**src/ccb_pkg.sv**
```systemverilog
//----------------------------------------------------------------
// Calibration tag bank constants
//----------------------------------------------------------------
`default_nettype none

package ccb_pkg;

	// Bus widths
	localparam int ADDR_W = 12;
	localparam int DATA_W = 32;

	// Register indexes; byte address is four times the index
	localparam logic [9:0] IDX_CH1_A = 10'h077;
	localparam logic [9:0] IDX_CH2_A = 10'h078;
	localparam logic [9:0] IDX_CRC_A = 10'h079;
	localparam logic [9:0] IDX_CH1_B = 10'h07A;
	localparam logic [9:0] IDX_CH2_B = 10'h07B;
	localparam logic [9:0] IDX_CRC_B = 10'h07C;
	localparam logic [9:0] IDX_CH1_C = 10'h07D;
	localparam logic [9:0] IDX_CH2_C = 10'h07E;
	localparam logic [9:0] IDX_CRC_C = 10'h07F;
	localparam logic [9:0] IDX_STATUS = 10'h080;
	localparam int NREG = 9;

	// Field layout
	localparam int SELECT_BIT = 7;
	localparam int TRIM_MSB = 5;
	localparam logic [7:0] MASK_CH1 = 8'hBF;
	localparam logic [7:0] MASK_CH2 = 8'h3F;
	localparam logic [7:0] MASK_CRC = 8'hFF;
	localparam logic [7:0] BANK_RESET = 8'h00;

	// Status register layout
	localparam int STAT_TAG_LSB = 0;
	localparam int STAT_ERR_BIT = 2;

	// Active tag codes
	typedef enum logic [1:0] {
		TAG_NONE = 2'b00,
		TAG_A = 2'b01,
		TAG_B = 2'b10,
		TAG_C = 2'b11
	} ccb_tag_t;

	// Checksum: CRC-8, MSB first over channel 1 byte then channel 2 byte
	localparam logic [7:0] CRC_POLY = 8'h07;
	localparam logic [7:0] CRC_INIT = 8'h00;

	// Gain in Q2.14: unity is 16384, one trim step 0.00488 is 80 LSB
	localparam logic [15:0] GAIN_ONE = 16'h4000;
	localparam logic [15:0] GAIN_STEP = 16'h0050;
	localparam logic [15:0] GAIN_MIN = 16'h3600;
	localparam logic [15:0] GAIN_MAX = 16'h49B0;

	// AXI responses
	localparam logic [1:0] RESP_OKAY = 2'b00;
	localparam logic [1:0] RESP_SLVERR = 2'b10;

endpackage

`default_nettype wire

```
**src/ccb_tag_bank.sv**
```systemverilog
// Behaviour
// The tag B checksum is used only while the tag B select bit is one.
// Software writes into the tag B checksum the CRC of the two tag B channel registers.
// Select bit 7 of channel 1 tag C enables tag C values when one and ignores them when zero.
// With tag C and tag B both selected, tag C values are applied and tag B values ignored.
// Each six-bit trim is a two's complement value from -32 to 31.
// The selected trim scales its channel current within about fifteen percent.
// Channel gain is one plus the signed trim times 0.00488.
// The tag C checksum is used only while the tag C select bit is one.
// Software writes into the tag C checksum the CRC of the two tag C channel registers.
// A set select bit makes the channel trims come from that tag.
// With tag B and tag A both selected, tag B values win over tag A.
// Software writes into the tag A checksum the CRC of the two tag A channel registers.
// With no tag selected both channels get unity gain.
// The stored checksum of the winning tag is checked and a mismatch refuses its values.
//
// The implementer's own choice: register access over AXI4-Lite.
`timescale 1ns/1ps
`default_nettype none

module ccb_tag_bank
	import ccb_pkg::*;
(
	input wire logic clk_i, // 100 MHz clock
	input wire logic rst_i, // Sync reset, active high
	input wire logic [ccb_pkg::ADDR_W-1:0] s_axi_awaddr, // Write address
	input wire logic s_axi_awvalid, // Write address valid
	output logic s_axi_awready, // Write address ready
	input wire logic [ccb_pkg::DATA_W-1:0] s_axi_wdata, // Write data
	input wire logic [3:0] s_axi_wstrb, // Byte enables
	input wire logic s_axi_wvalid, // Write data valid
	output logic s_axi_wready, // Write data ready
	output logic [1:0] s_axi_bresp, // Write response
	output logic s_axi_bvalid, // Write response valid
	input wire logic s_axi_bready, // Write response ready
	input wire logic [ccb_pkg::ADDR_W-1:0] s_axi_araddr, // Read address
	input wire logic s_axi_arvalid, // Read address valid
	output logic s_axi_arready, // Read address ready
	output logic [ccb_pkg::DATA_W-1:0] s_axi_rdata, // Read data
	output logic [1:0] s_axi_rresp, // Read response
	output logic s_axi_rvalid, // Read data valid
	input wire logic s_axi_rready, // Read data ready
	output logic [15:0] chan1_gain_o, // Channel 1 gain, Q2.14
	output logic [15:0] chan2_gain_o, // Channel 2 gain, Q2.14
	output logic [1:0] active_tag_o, // Tag in use
	output logic crc_err_o // Winning tag failed its check
);
	import ccb_pkg::*;

	//------------------------------------------------------------
	// State
	//------------------------------------------------------------
	typedef struct packed {
		logic [NREG-1:0][7:0] bank;
		logic aw_hold;
		logic [9:0] aw_idx;
		logic aw_ok;
		logic w_hold;
		logic [7:0] w_byte;
		logic w_en;
		logic awready;
		logic wready;
		logic bvalid;
		logic [1:0] bresp;
		logic arready;
		logic rvalid;
		logic [31:0] rdata;
		logic [1:0] rresp;
		logic [15:0] gain1;
		logic [15:0] gain2;
		ccb_tag_t tag;
		logic crc_err;
	} ccb_state_t;

	ccb_state_t s_ff;
	ccb_state_t nxt_s;

	//------------------------------------------------------------
	// Helpers
	//------------------------------------------------------------
	// Index lies on a bank register
	function automatic logic in_bank(input logic [9:0] idx);
		return (idx >= IDX_CH1_A) && (idx <= IDX_CRC_C);
	endfunction

	// Writable bits of a bank register
	function automatic logic [7:0] wmask(input logic [9:0] idx);
		logic [7:0] m;
		m = MASK_CRC;
		if (idx == IDX_CH1_A || idx == IDX_CH1_B || idx == IDX_CH1_C) begin
			m = MASK_CH1;
		end else if (idx == IDX_CH2_A || idx == IDX_CH2_B || idx == IDX_CH2_C) begin
			m = MASK_CH2;
		end
		return m;
	endfunction

	// CRC-8 over two bytes
	function automatic logic [7:0] crc_of(input logic [7:0] b1, input logic [7:0] b2);
		logic [7:0] c;
		logic [15:0] d;
		c = CRC_INIT;
		d = {b1, b2};
		for (int i = 15; i >= 0; i--) begin
			if (c[7] ^ d[i]) begin
				c = {c[6:0], 1'b0} ^ CRC_POLY;
			end else begin
				c = {c[6:0], 1'b0};
			end
		end
		return c;
	endfunction

	// Gain from a signed six-bit trim
	function automatic logic [15:0] gain_of(input logic [5:0] t);
		int v;
		v = int'(GAIN_ONE) + int'($signed(t)) * int'(GAIN_STEP); // see
		return v[15:0];
	endfunction

	// Bank slot of an index
	function automatic int slot(input logic [9:0] idx);
		return int'(idx - IDX_CH1_A);
	endfunction

	//------------------------------------------------------------
	// Tag selection
	//------------------------------------------------------------
	logic sel_a;
	logic sel_b;
	logic sel_c;
	logic ok_a;
	logic ok_b;
	logic ok_c;
	logic [5:0] trim1;
	logic [5:0] trim2;
	logic win_ok;
	ccb_tag_t win_tag;

	// Priority C over B over A, checksum gates the winner
	always_comb begin
		sel_a = s_ff.bank[slot(IDX_CH1_A)][SELECT_BIT];
		sel_b = s_ff.bank[slot(IDX_CH1_B)][SELECT_BIT];
		sel_c = s_ff.bank[slot(IDX_CH1_C)][SELECT_BIT];
		ok_a = crc_of(s_ff.bank[slot(IDX_CH1_A)], s_ff.bank[slot(IDX_CH2_A)]) == s_ff.bank[slot(IDX_CRC_A)];
		ok_b = crc_of(s_ff.bank[slot(IDX_CH1_B)], s_ff.bank[slot(IDX_CH2_B)]) == s_ff.bank[slot(IDX_CRC_B)];
		ok_c = crc_of(s_ff.bank[slot(IDX_CH1_C)], s_ff.bank[slot(IDX_CH2_C)]) == s_ff.bank[slot(IDX_CRC_C)];
		win_tag = TAG_NONE;
		win_ok = 1'b1;
		trim1 = 6'h00;
		trim2 = 6'h00;
		if (sel_c) begin // see
			win_tag = TAG_C;
			win_ok = ok_c;
			trim1 = s_ff.bank[slot(IDX_CH1_C)][TRIM_MSB:0];
			trim2 = s_ff.bank[slot(IDX_CH2_C)][TRIM_MSB:0];
		end else if (sel_b) begin
			win_tag = TAG_B;
			win_ok = ok_b;
			trim1 = s_ff.bank[slot(IDX_CH1_B)][TRIM_MSB:0];
			trim2 = s_ff.bank[slot(IDX_CH2_B)][TRIM_MSB:0];
		end else if (sel_a) begin
			win_tag = TAG_A;
			win_ok = ok_a;
			trim1 = s_ff.bank[slot(IDX_CH1_A)][TRIM_MSB:0];
			trim2 = s_ff.bank[slot(IDX_CH2_A)][TRIM_MSB:0];
		end
		// A failing winner gives unity, never an older tag
		if (!win_ok) begin
			trim1 = 6'h00;
			trim2 = 6'h00;
		end
	end

	//------------------------------------------------------------
	// Next state
	//------------------------------------------------------------
	always_comb begin
		nxt_s = s_ff;
		// Write address channel
		if (s_ff.awready && s_axi_awvalid) begin
			nxt_s.aw_hold = 1'b1;
			nxt_s.aw_idx = s_axi_awaddr[11:2];
			nxt_s.aw_ok = (s_axi_awaddr[1:0] == 2'b00) && in_bank(s_axi_awaddr[11:2]);
		end
		// Write data channel
		if (s_ff.wready && s_axi_wvalid) begin
			nxt_s.w_hold = 1'b1;
			nxt_s.w_byte = s_axi_wdata[7:0];
			nxt_s.w_en = s_axi_wstrb[0];
		end
		// Commit once both halves are held
		if (s_ff.aw_hold && s_ff.w_hold) begin
			nxt_s.aw_hold = 1'b0;
			nxt_s.w_hold = 1'b0;
			nxt_s.bvalid = 1'b1;
			nxt_s.bresp = s_ff.aw_ok ? RESP_OKAY : RESP_SLVERR;
			if (s_ff.aw_ok && s_ff.w_en) begin
				nxt_s.bank[slot(s_ff.aw_idx)] = s_ff.w_byte & wmask(s_ff.aw_idx);
			end
		end
		if (s_ff.bvalid && s_axi_bready) begin
			nxt_s.bvalid = 1'b0;
		end
		nxt_s.awready = !nxt_s.aw_hold && !nxt_s.bvalid;
		nxt_s.wready = !nxt_s.w_hold && !nxt_s.bvalid;
		// Read channel
		if (s_ff.rvalid && s_axi_rready) begin
			nxt_s.rvalid = 1'b0;
		end
		if (s_ff.arready && s_axi_arvalid) begin
			nxt_s.rvalid = 1'b1;
			nxt_s.rdata = 32'h0000_0000;
			nxt_s.rresp = RESP_OKAY;
			if (s_axi_araddr[1:0] != 2'b00) begin
				nxt_s.rresp = RESP_SLVERR;
			end else if (in_bank(s_axi_araddr[11:2])) begin
				nxt_s.rdata[7:0] = s_ff.bank[slot(s_axi_araddr[11:2])];
			end else if (s_axi_araddr[11:2] == IDX_STATUS) begin
				nxt_s.rdata[STAT_TAG_LSB +: 2] = s_ff.tag;
				nxt_s.rdata[STAT_ERR_BIT] = s_ff.crc_err;
			end else begin
				nxt_s.rresp = RESP_SLVERR;
			end
		end
		nxt_s.arready = !nxt_s.rvalid;
		// Channel gains, unity when nothing usable
		nxt_s.gain1 = gain_of(trim1); // see
		nxt_s.gain2 = gain_of(trim2);
		nxt_s.tag = win_ok ? win_tag : TAG_NONE;
		nxt_s.crc_err = !win_ok;
	end

	//------------------------------------------------------------
	// Registers
	//------------------------------------------------------------
	// Gains read zero in reset and unity from the first edge after it
	always_ff @(posedge clk_i) begin
		if (rst_i) begin
			s_ff <= '0;
		end else begin
			s_ff <= nxt_s;
		end
	end

	// Outputs straight from flops
	assign s_axi_awready = s_ff.awready;
	assign s_axi_wready = s_ff.wready;
	assign s_axi_bvalid = s_ff.bvalid;
	assign s_axi_bresp = s_ff.bresp;
	assign s_axi_arready = s_ff.arready;
	assign s_axi_rvalid = s_ff.rvalid;
	assign s_axi_rdata = s_ff.rdata;
	assign s_axi_rresp = s_ff.rresp;
	assign chan1_gain_o = s_ff.gain1;
	assign chan2_gain_o = s_ff.gain2;
	assign active_tag_o = s_ff.tag;
	assign crc_err_o = s_ff.crc_err;

	// Stored trims of tags C and B, for the gain checks
	logic [5:0] trim1_c;
	logic [5:0] trim2_c;
	logic [5:0] trim1_b;
	assign trim1_c = s_ff.bank[slot(IDX_CH1_C)][TRIM_MSB:0];
	assign trim2_c = s_ff.bank[slot(IDX_CH2_C)][TRIM_MSB:0];
	assign trim1_b = s_ff.bank[slot(IDX_CH1_B)][TRIM_MSB:0];
endmodule

`default_nettype wire

```
**config.mk**
```make
export PLATFORM = sky130hd
export DESIGN_NAME = ccb_tag_bank
export DESIGN_NICKNAME = d
export VERILOG_FILES = /design/src/ccb_pkg.sv /design/src/ccb_tag_bank.sv
export SDC_FILE = /design/constraint.sdc
export NUM_CORES = 1
export LEC_CHECK = 0
export ABC_AREA = 1
export BUFFER_PORTS_ARGS = -buffer_cell sky130_fd_sc_hd__buf_2
export CORE_AREA = 8 8 141 143
export CTS_CLUSTER_SIZE = 12
export DETAILED_ROUTE_END_ITERATION = 6
export DIE_AREA = 0 0 149 151
export PLACE_DENSITY_LB_ADDON = 0.1
export SLEW_MARGIN = 25
export SYNTH_ARGS = -nofsm -noshare
export SYNTH_HDL_FRONTEND = slang
export SYNTH_SLANG_ARGS = --single-unit
```
**constraint.sdc**
```tcl
create_clock -name clk_i -period 7.48 [get_ports clk_i]
set_input_delay 0.374 -clock clk_i [delete_from_list [all_inputs] [get_ports clk_i]]
set_output_delay 0.374 -clock clk_i [all_outputs]
set_load 0.005 [all_outputs]
```
==> flow_metrics.py <==
metrics = {
    "run_status": {
        "outcome": "finished clean",
    },
    "route": {
        "wl_met3_um": 2120,
        "num_vias": 8240,
        "wl_per_cell_um": 16.0,
        "drtPass1Iterations": 5,
        "vias_per_cell": 5.22,
        "ant_nets": 0,
        "topRoutingLayerUsed": "met4",
        "met1_length_um": 11300,
        "route.detailed.drc": 0,
        "wl_met2_um": 10800,
        "drt-total-wl_um": 25200,
        "drtIter0Drc": 669,
    },
    "critical_path": {
        "start_kind": "flip-flop",
        "required_ps": 7760,
        "crit_type": "reg -> reg",
        "crit_fanout": 15,
        "slowest_stage": "dfxtp_1",
        "crit_path_frequent_cell": "nand2_1",
        "cp.arrival_ps": 5140,
        "max_stage_delay_ps": 650,
        "worstSetupEndpointType": "flip-flop",
    },
    "sta": {
        "relSlewSlack": 0.321,
        "hold_viol": 0,
        "slew_violations": 0,
        "tightest_slew_ps": 1020,
        "timing.fmax_ghz": 0.206,
        "post-route-min-period_ps": 4860,
        "tns_ps": 0,
        "setup_viol": 0,
        "grt_setup_unrepaired": "no",
        "fin_crit_sh": 0.649,
        "skew_ps": 8.43,
    },
    "final_layout": {
        "area_growth_pct": 8.30,
        "fin_nets": 1425,
        "antenna-diode-count": 0,
        "design_area_um2": 9350,
        "layout-drive-gt1-share": 0.103,
    },
    "die": {
        "chipWidth_um": 149,
        "coreArea_um2": 17700,
        "rows": 49,
        "ios": 143,
        "die_area_um2": 22500,
        "die_y_um": 151,
        "start_util": 0.489,
    },
    "cts": {
        "cts_buffers": 17,
        "clockBufferDepth": 2,
        "cts_max_level": 4,
        "clock-sinks": 134,
        "cts.clk_slew.worst_paths_ps": 60,
        "clock_latency_ps": 420,
        "root_buffer": "clkbuf_16",
        "post_cts_resized": 0,
        "postCtsSetupRepairBufs": 0,
        "postCtsHoldBufs": 0,
        "cts_tree": "done",
    },
    "placed_design": {
        "hpwl_um": 18900,
        "place_area_um2": 8750,
        "portBuffers": 79,
        "gp_congestion": 0.934,
    },
    "global_route": {
        "grt_max_degree": 66,
        "grt_pass1_vias": 7476,
        "grt_antenna_before_repair": 0,
        "grt_util_all_layers": 0.225,
        "grt-ovfl-total": 0,
        "grt_pass1_wl_um": 39700,
    },
    "yosys": {
        "syn_avg_cell_area_um2": 6.56,
        "synth_cell_types": 44,
        "yosysWarnings": 0,
        "yosys.area_share.simple": 0.277,
        "synthesis.area_um2": 8630,
        "synth_edf_count": 0,
        "yosys_most_used_dff": "dfxtp_1",
        "syn_inst": 1316,
        "ys_seq_elements": 134,
        "synthAdderAreaFrac": 0.0322,
        "synth_compound_area_frac": 0.171,
        "synthXorXnorAreaFrac": 0.0591,
        "synthArstFlopShare": 0,
        "ys_seq_area_frac": 0.311,
        "synth_top_family_by_area": "simple AND/OR/NAND/NOR gates",
        "synthMuxAreaShare": 0,
    },
    "power_and_ir_drop": {
        "cellPowerDensity_nw_per_um2": 182,
        "vdd_drop_max_mv": 0.159,
        "finalPower_uw": 1700,
        "power.leakage_uw": 0.00441,
    },
    "flow_run": {
        "drv_cap": 0,
    },
    "worst_hold_path": {
        "worstHoldPathType": "in -> reg",
    },
}
-- per-stage QoR --
step / setup WS (ps) / util / std cells / hold slack [ps]
CTS: 2660 / 0.529 / 1579 / 191
floorplan: 3790 / - / 1351 / 428
global route: 2080 / 0.530 / 1579 / 205
finish: 2620 / 0.530 / 1579 / 195
global placement: 2730 / 0.495 / 1547 / 452
detailed placement: 2700 / 0.496 / 1547 / 453
-- cells by family after synthesis --
kind of cell / count (synthesis)
AOI/OAI and AO/OA: 262
DFF: 134
other: 1
and+or+nand+nor: 581
buffers and inverters: 266
adders and majority gates: 21
xor gates and xnor gates: 51
-- state kept, by name, summed over array words and instances, names as in the netlist --
register       cells
s_axi_rdata        8
chan1_gain_o      11
s_axi_bvalid       1
crc_err_o          1
s_axi_wready       1
chan2_gain_o      11
active_tag_o       2
s_axi_arready      1
s_ff              94
s_axi_awready      1
s_axi_rvalid       1
s_axi_bresp        1
s_axi_rresp        1
-- placed cells by master, fill, tap and decap left out, drive strengths merged --
cell / count
a211oi: 31
a21boi: 2
a21oi: 83
a22oi: 1
a311oi: 1
a31o: 1
a31oi: 4
buf: 82
bufinv: 2
clkbuf: 20
clkinv: 7
clkinvlp: 3
conb: 36
dfxtp: 134
fa: 2
ha: 19
inv: 151
nand2: 321
nand3: 80
nand3b: 5
nand4: 6
nor2: 150
nor3: 16
nor4: 3
o211ai: 7
o21a: 1
o21ai: 114
o221ai: 6
o22ai: 8
o31ai: 2
o41ai: 1
xnor2: 25
xor2: 26
-- per-layer routing --
layer / vias to the layer above / track usage
li1: 4206 / -
met1: 3656 / 0.294
met2: 315 / 0.343
met3: 63 / 0.0508
met4: 0 / 0.117
met5: - / 0
-- area by class of cell --
type | count | area [um^2]
Multi-Input combinational cell | 951 | 4810
Clock buffer | 20 | 447
Clock inverter | 12 | 144
Fill cell | 1812 | 8310
Tap cell | 229 | 287
Sequential cell | 134 | 2680
Inverter | 151 | 567
Timing Repair Buffer | 82 | 418
-- where the power goes --
group          internal (uW)  switching (uW)
Sequential               727            12.8
Combinational           34.9            90.7
Clock                    504             335
-- final timing paths --
kind                    from          endpoint  slack, ps  depth (start not counted)
max                s_ff[129]  chan2_gain_o[13]       2620                         28
max reg2reg        s_ff[129]  chan2_gain_o[13]       2620                         28
min reg2reg   s_axi_rdata[1]    s_axi_rdata[1]        460                          2
min          s_axi_awaddr[8]          s_ff[93]        200                          3
-- critical path, delay by kind of cell, from the launching register on --
family | cells | cell delay, ps
compound gates | 1 | 340
xor+xnor | 1 | 230
fa+ha+maj | 3 | 730
buf+inv | 5 | 810
simple gates | 18 | 1940
flops | 1 | 650
-- cells in the mapped netlist, types with 7 or more instances --
cell	n	share of area
a21oi_1	83	0.048
nand2_2	7	0.0051
ha_1	19	0.028
nand3_1	78	0.045
nand2_1	314	0.14
nor2_1	149	0.065
inv_1	144	0.063
o211ai_1	7	0.0061
xnor2_1	22	0.022
nor3_1	12	0.0070
a211oi_1	31	0.027
o21ai_0	112	0.065
dfxtp_1	134	0.31
clkbuf_1	34	0.015
o22ai_1	8	0.0058
buf_4	71	0.062
xor2_1	22	0.022
No activity file was read; power rests on OpenSTA's default activity.
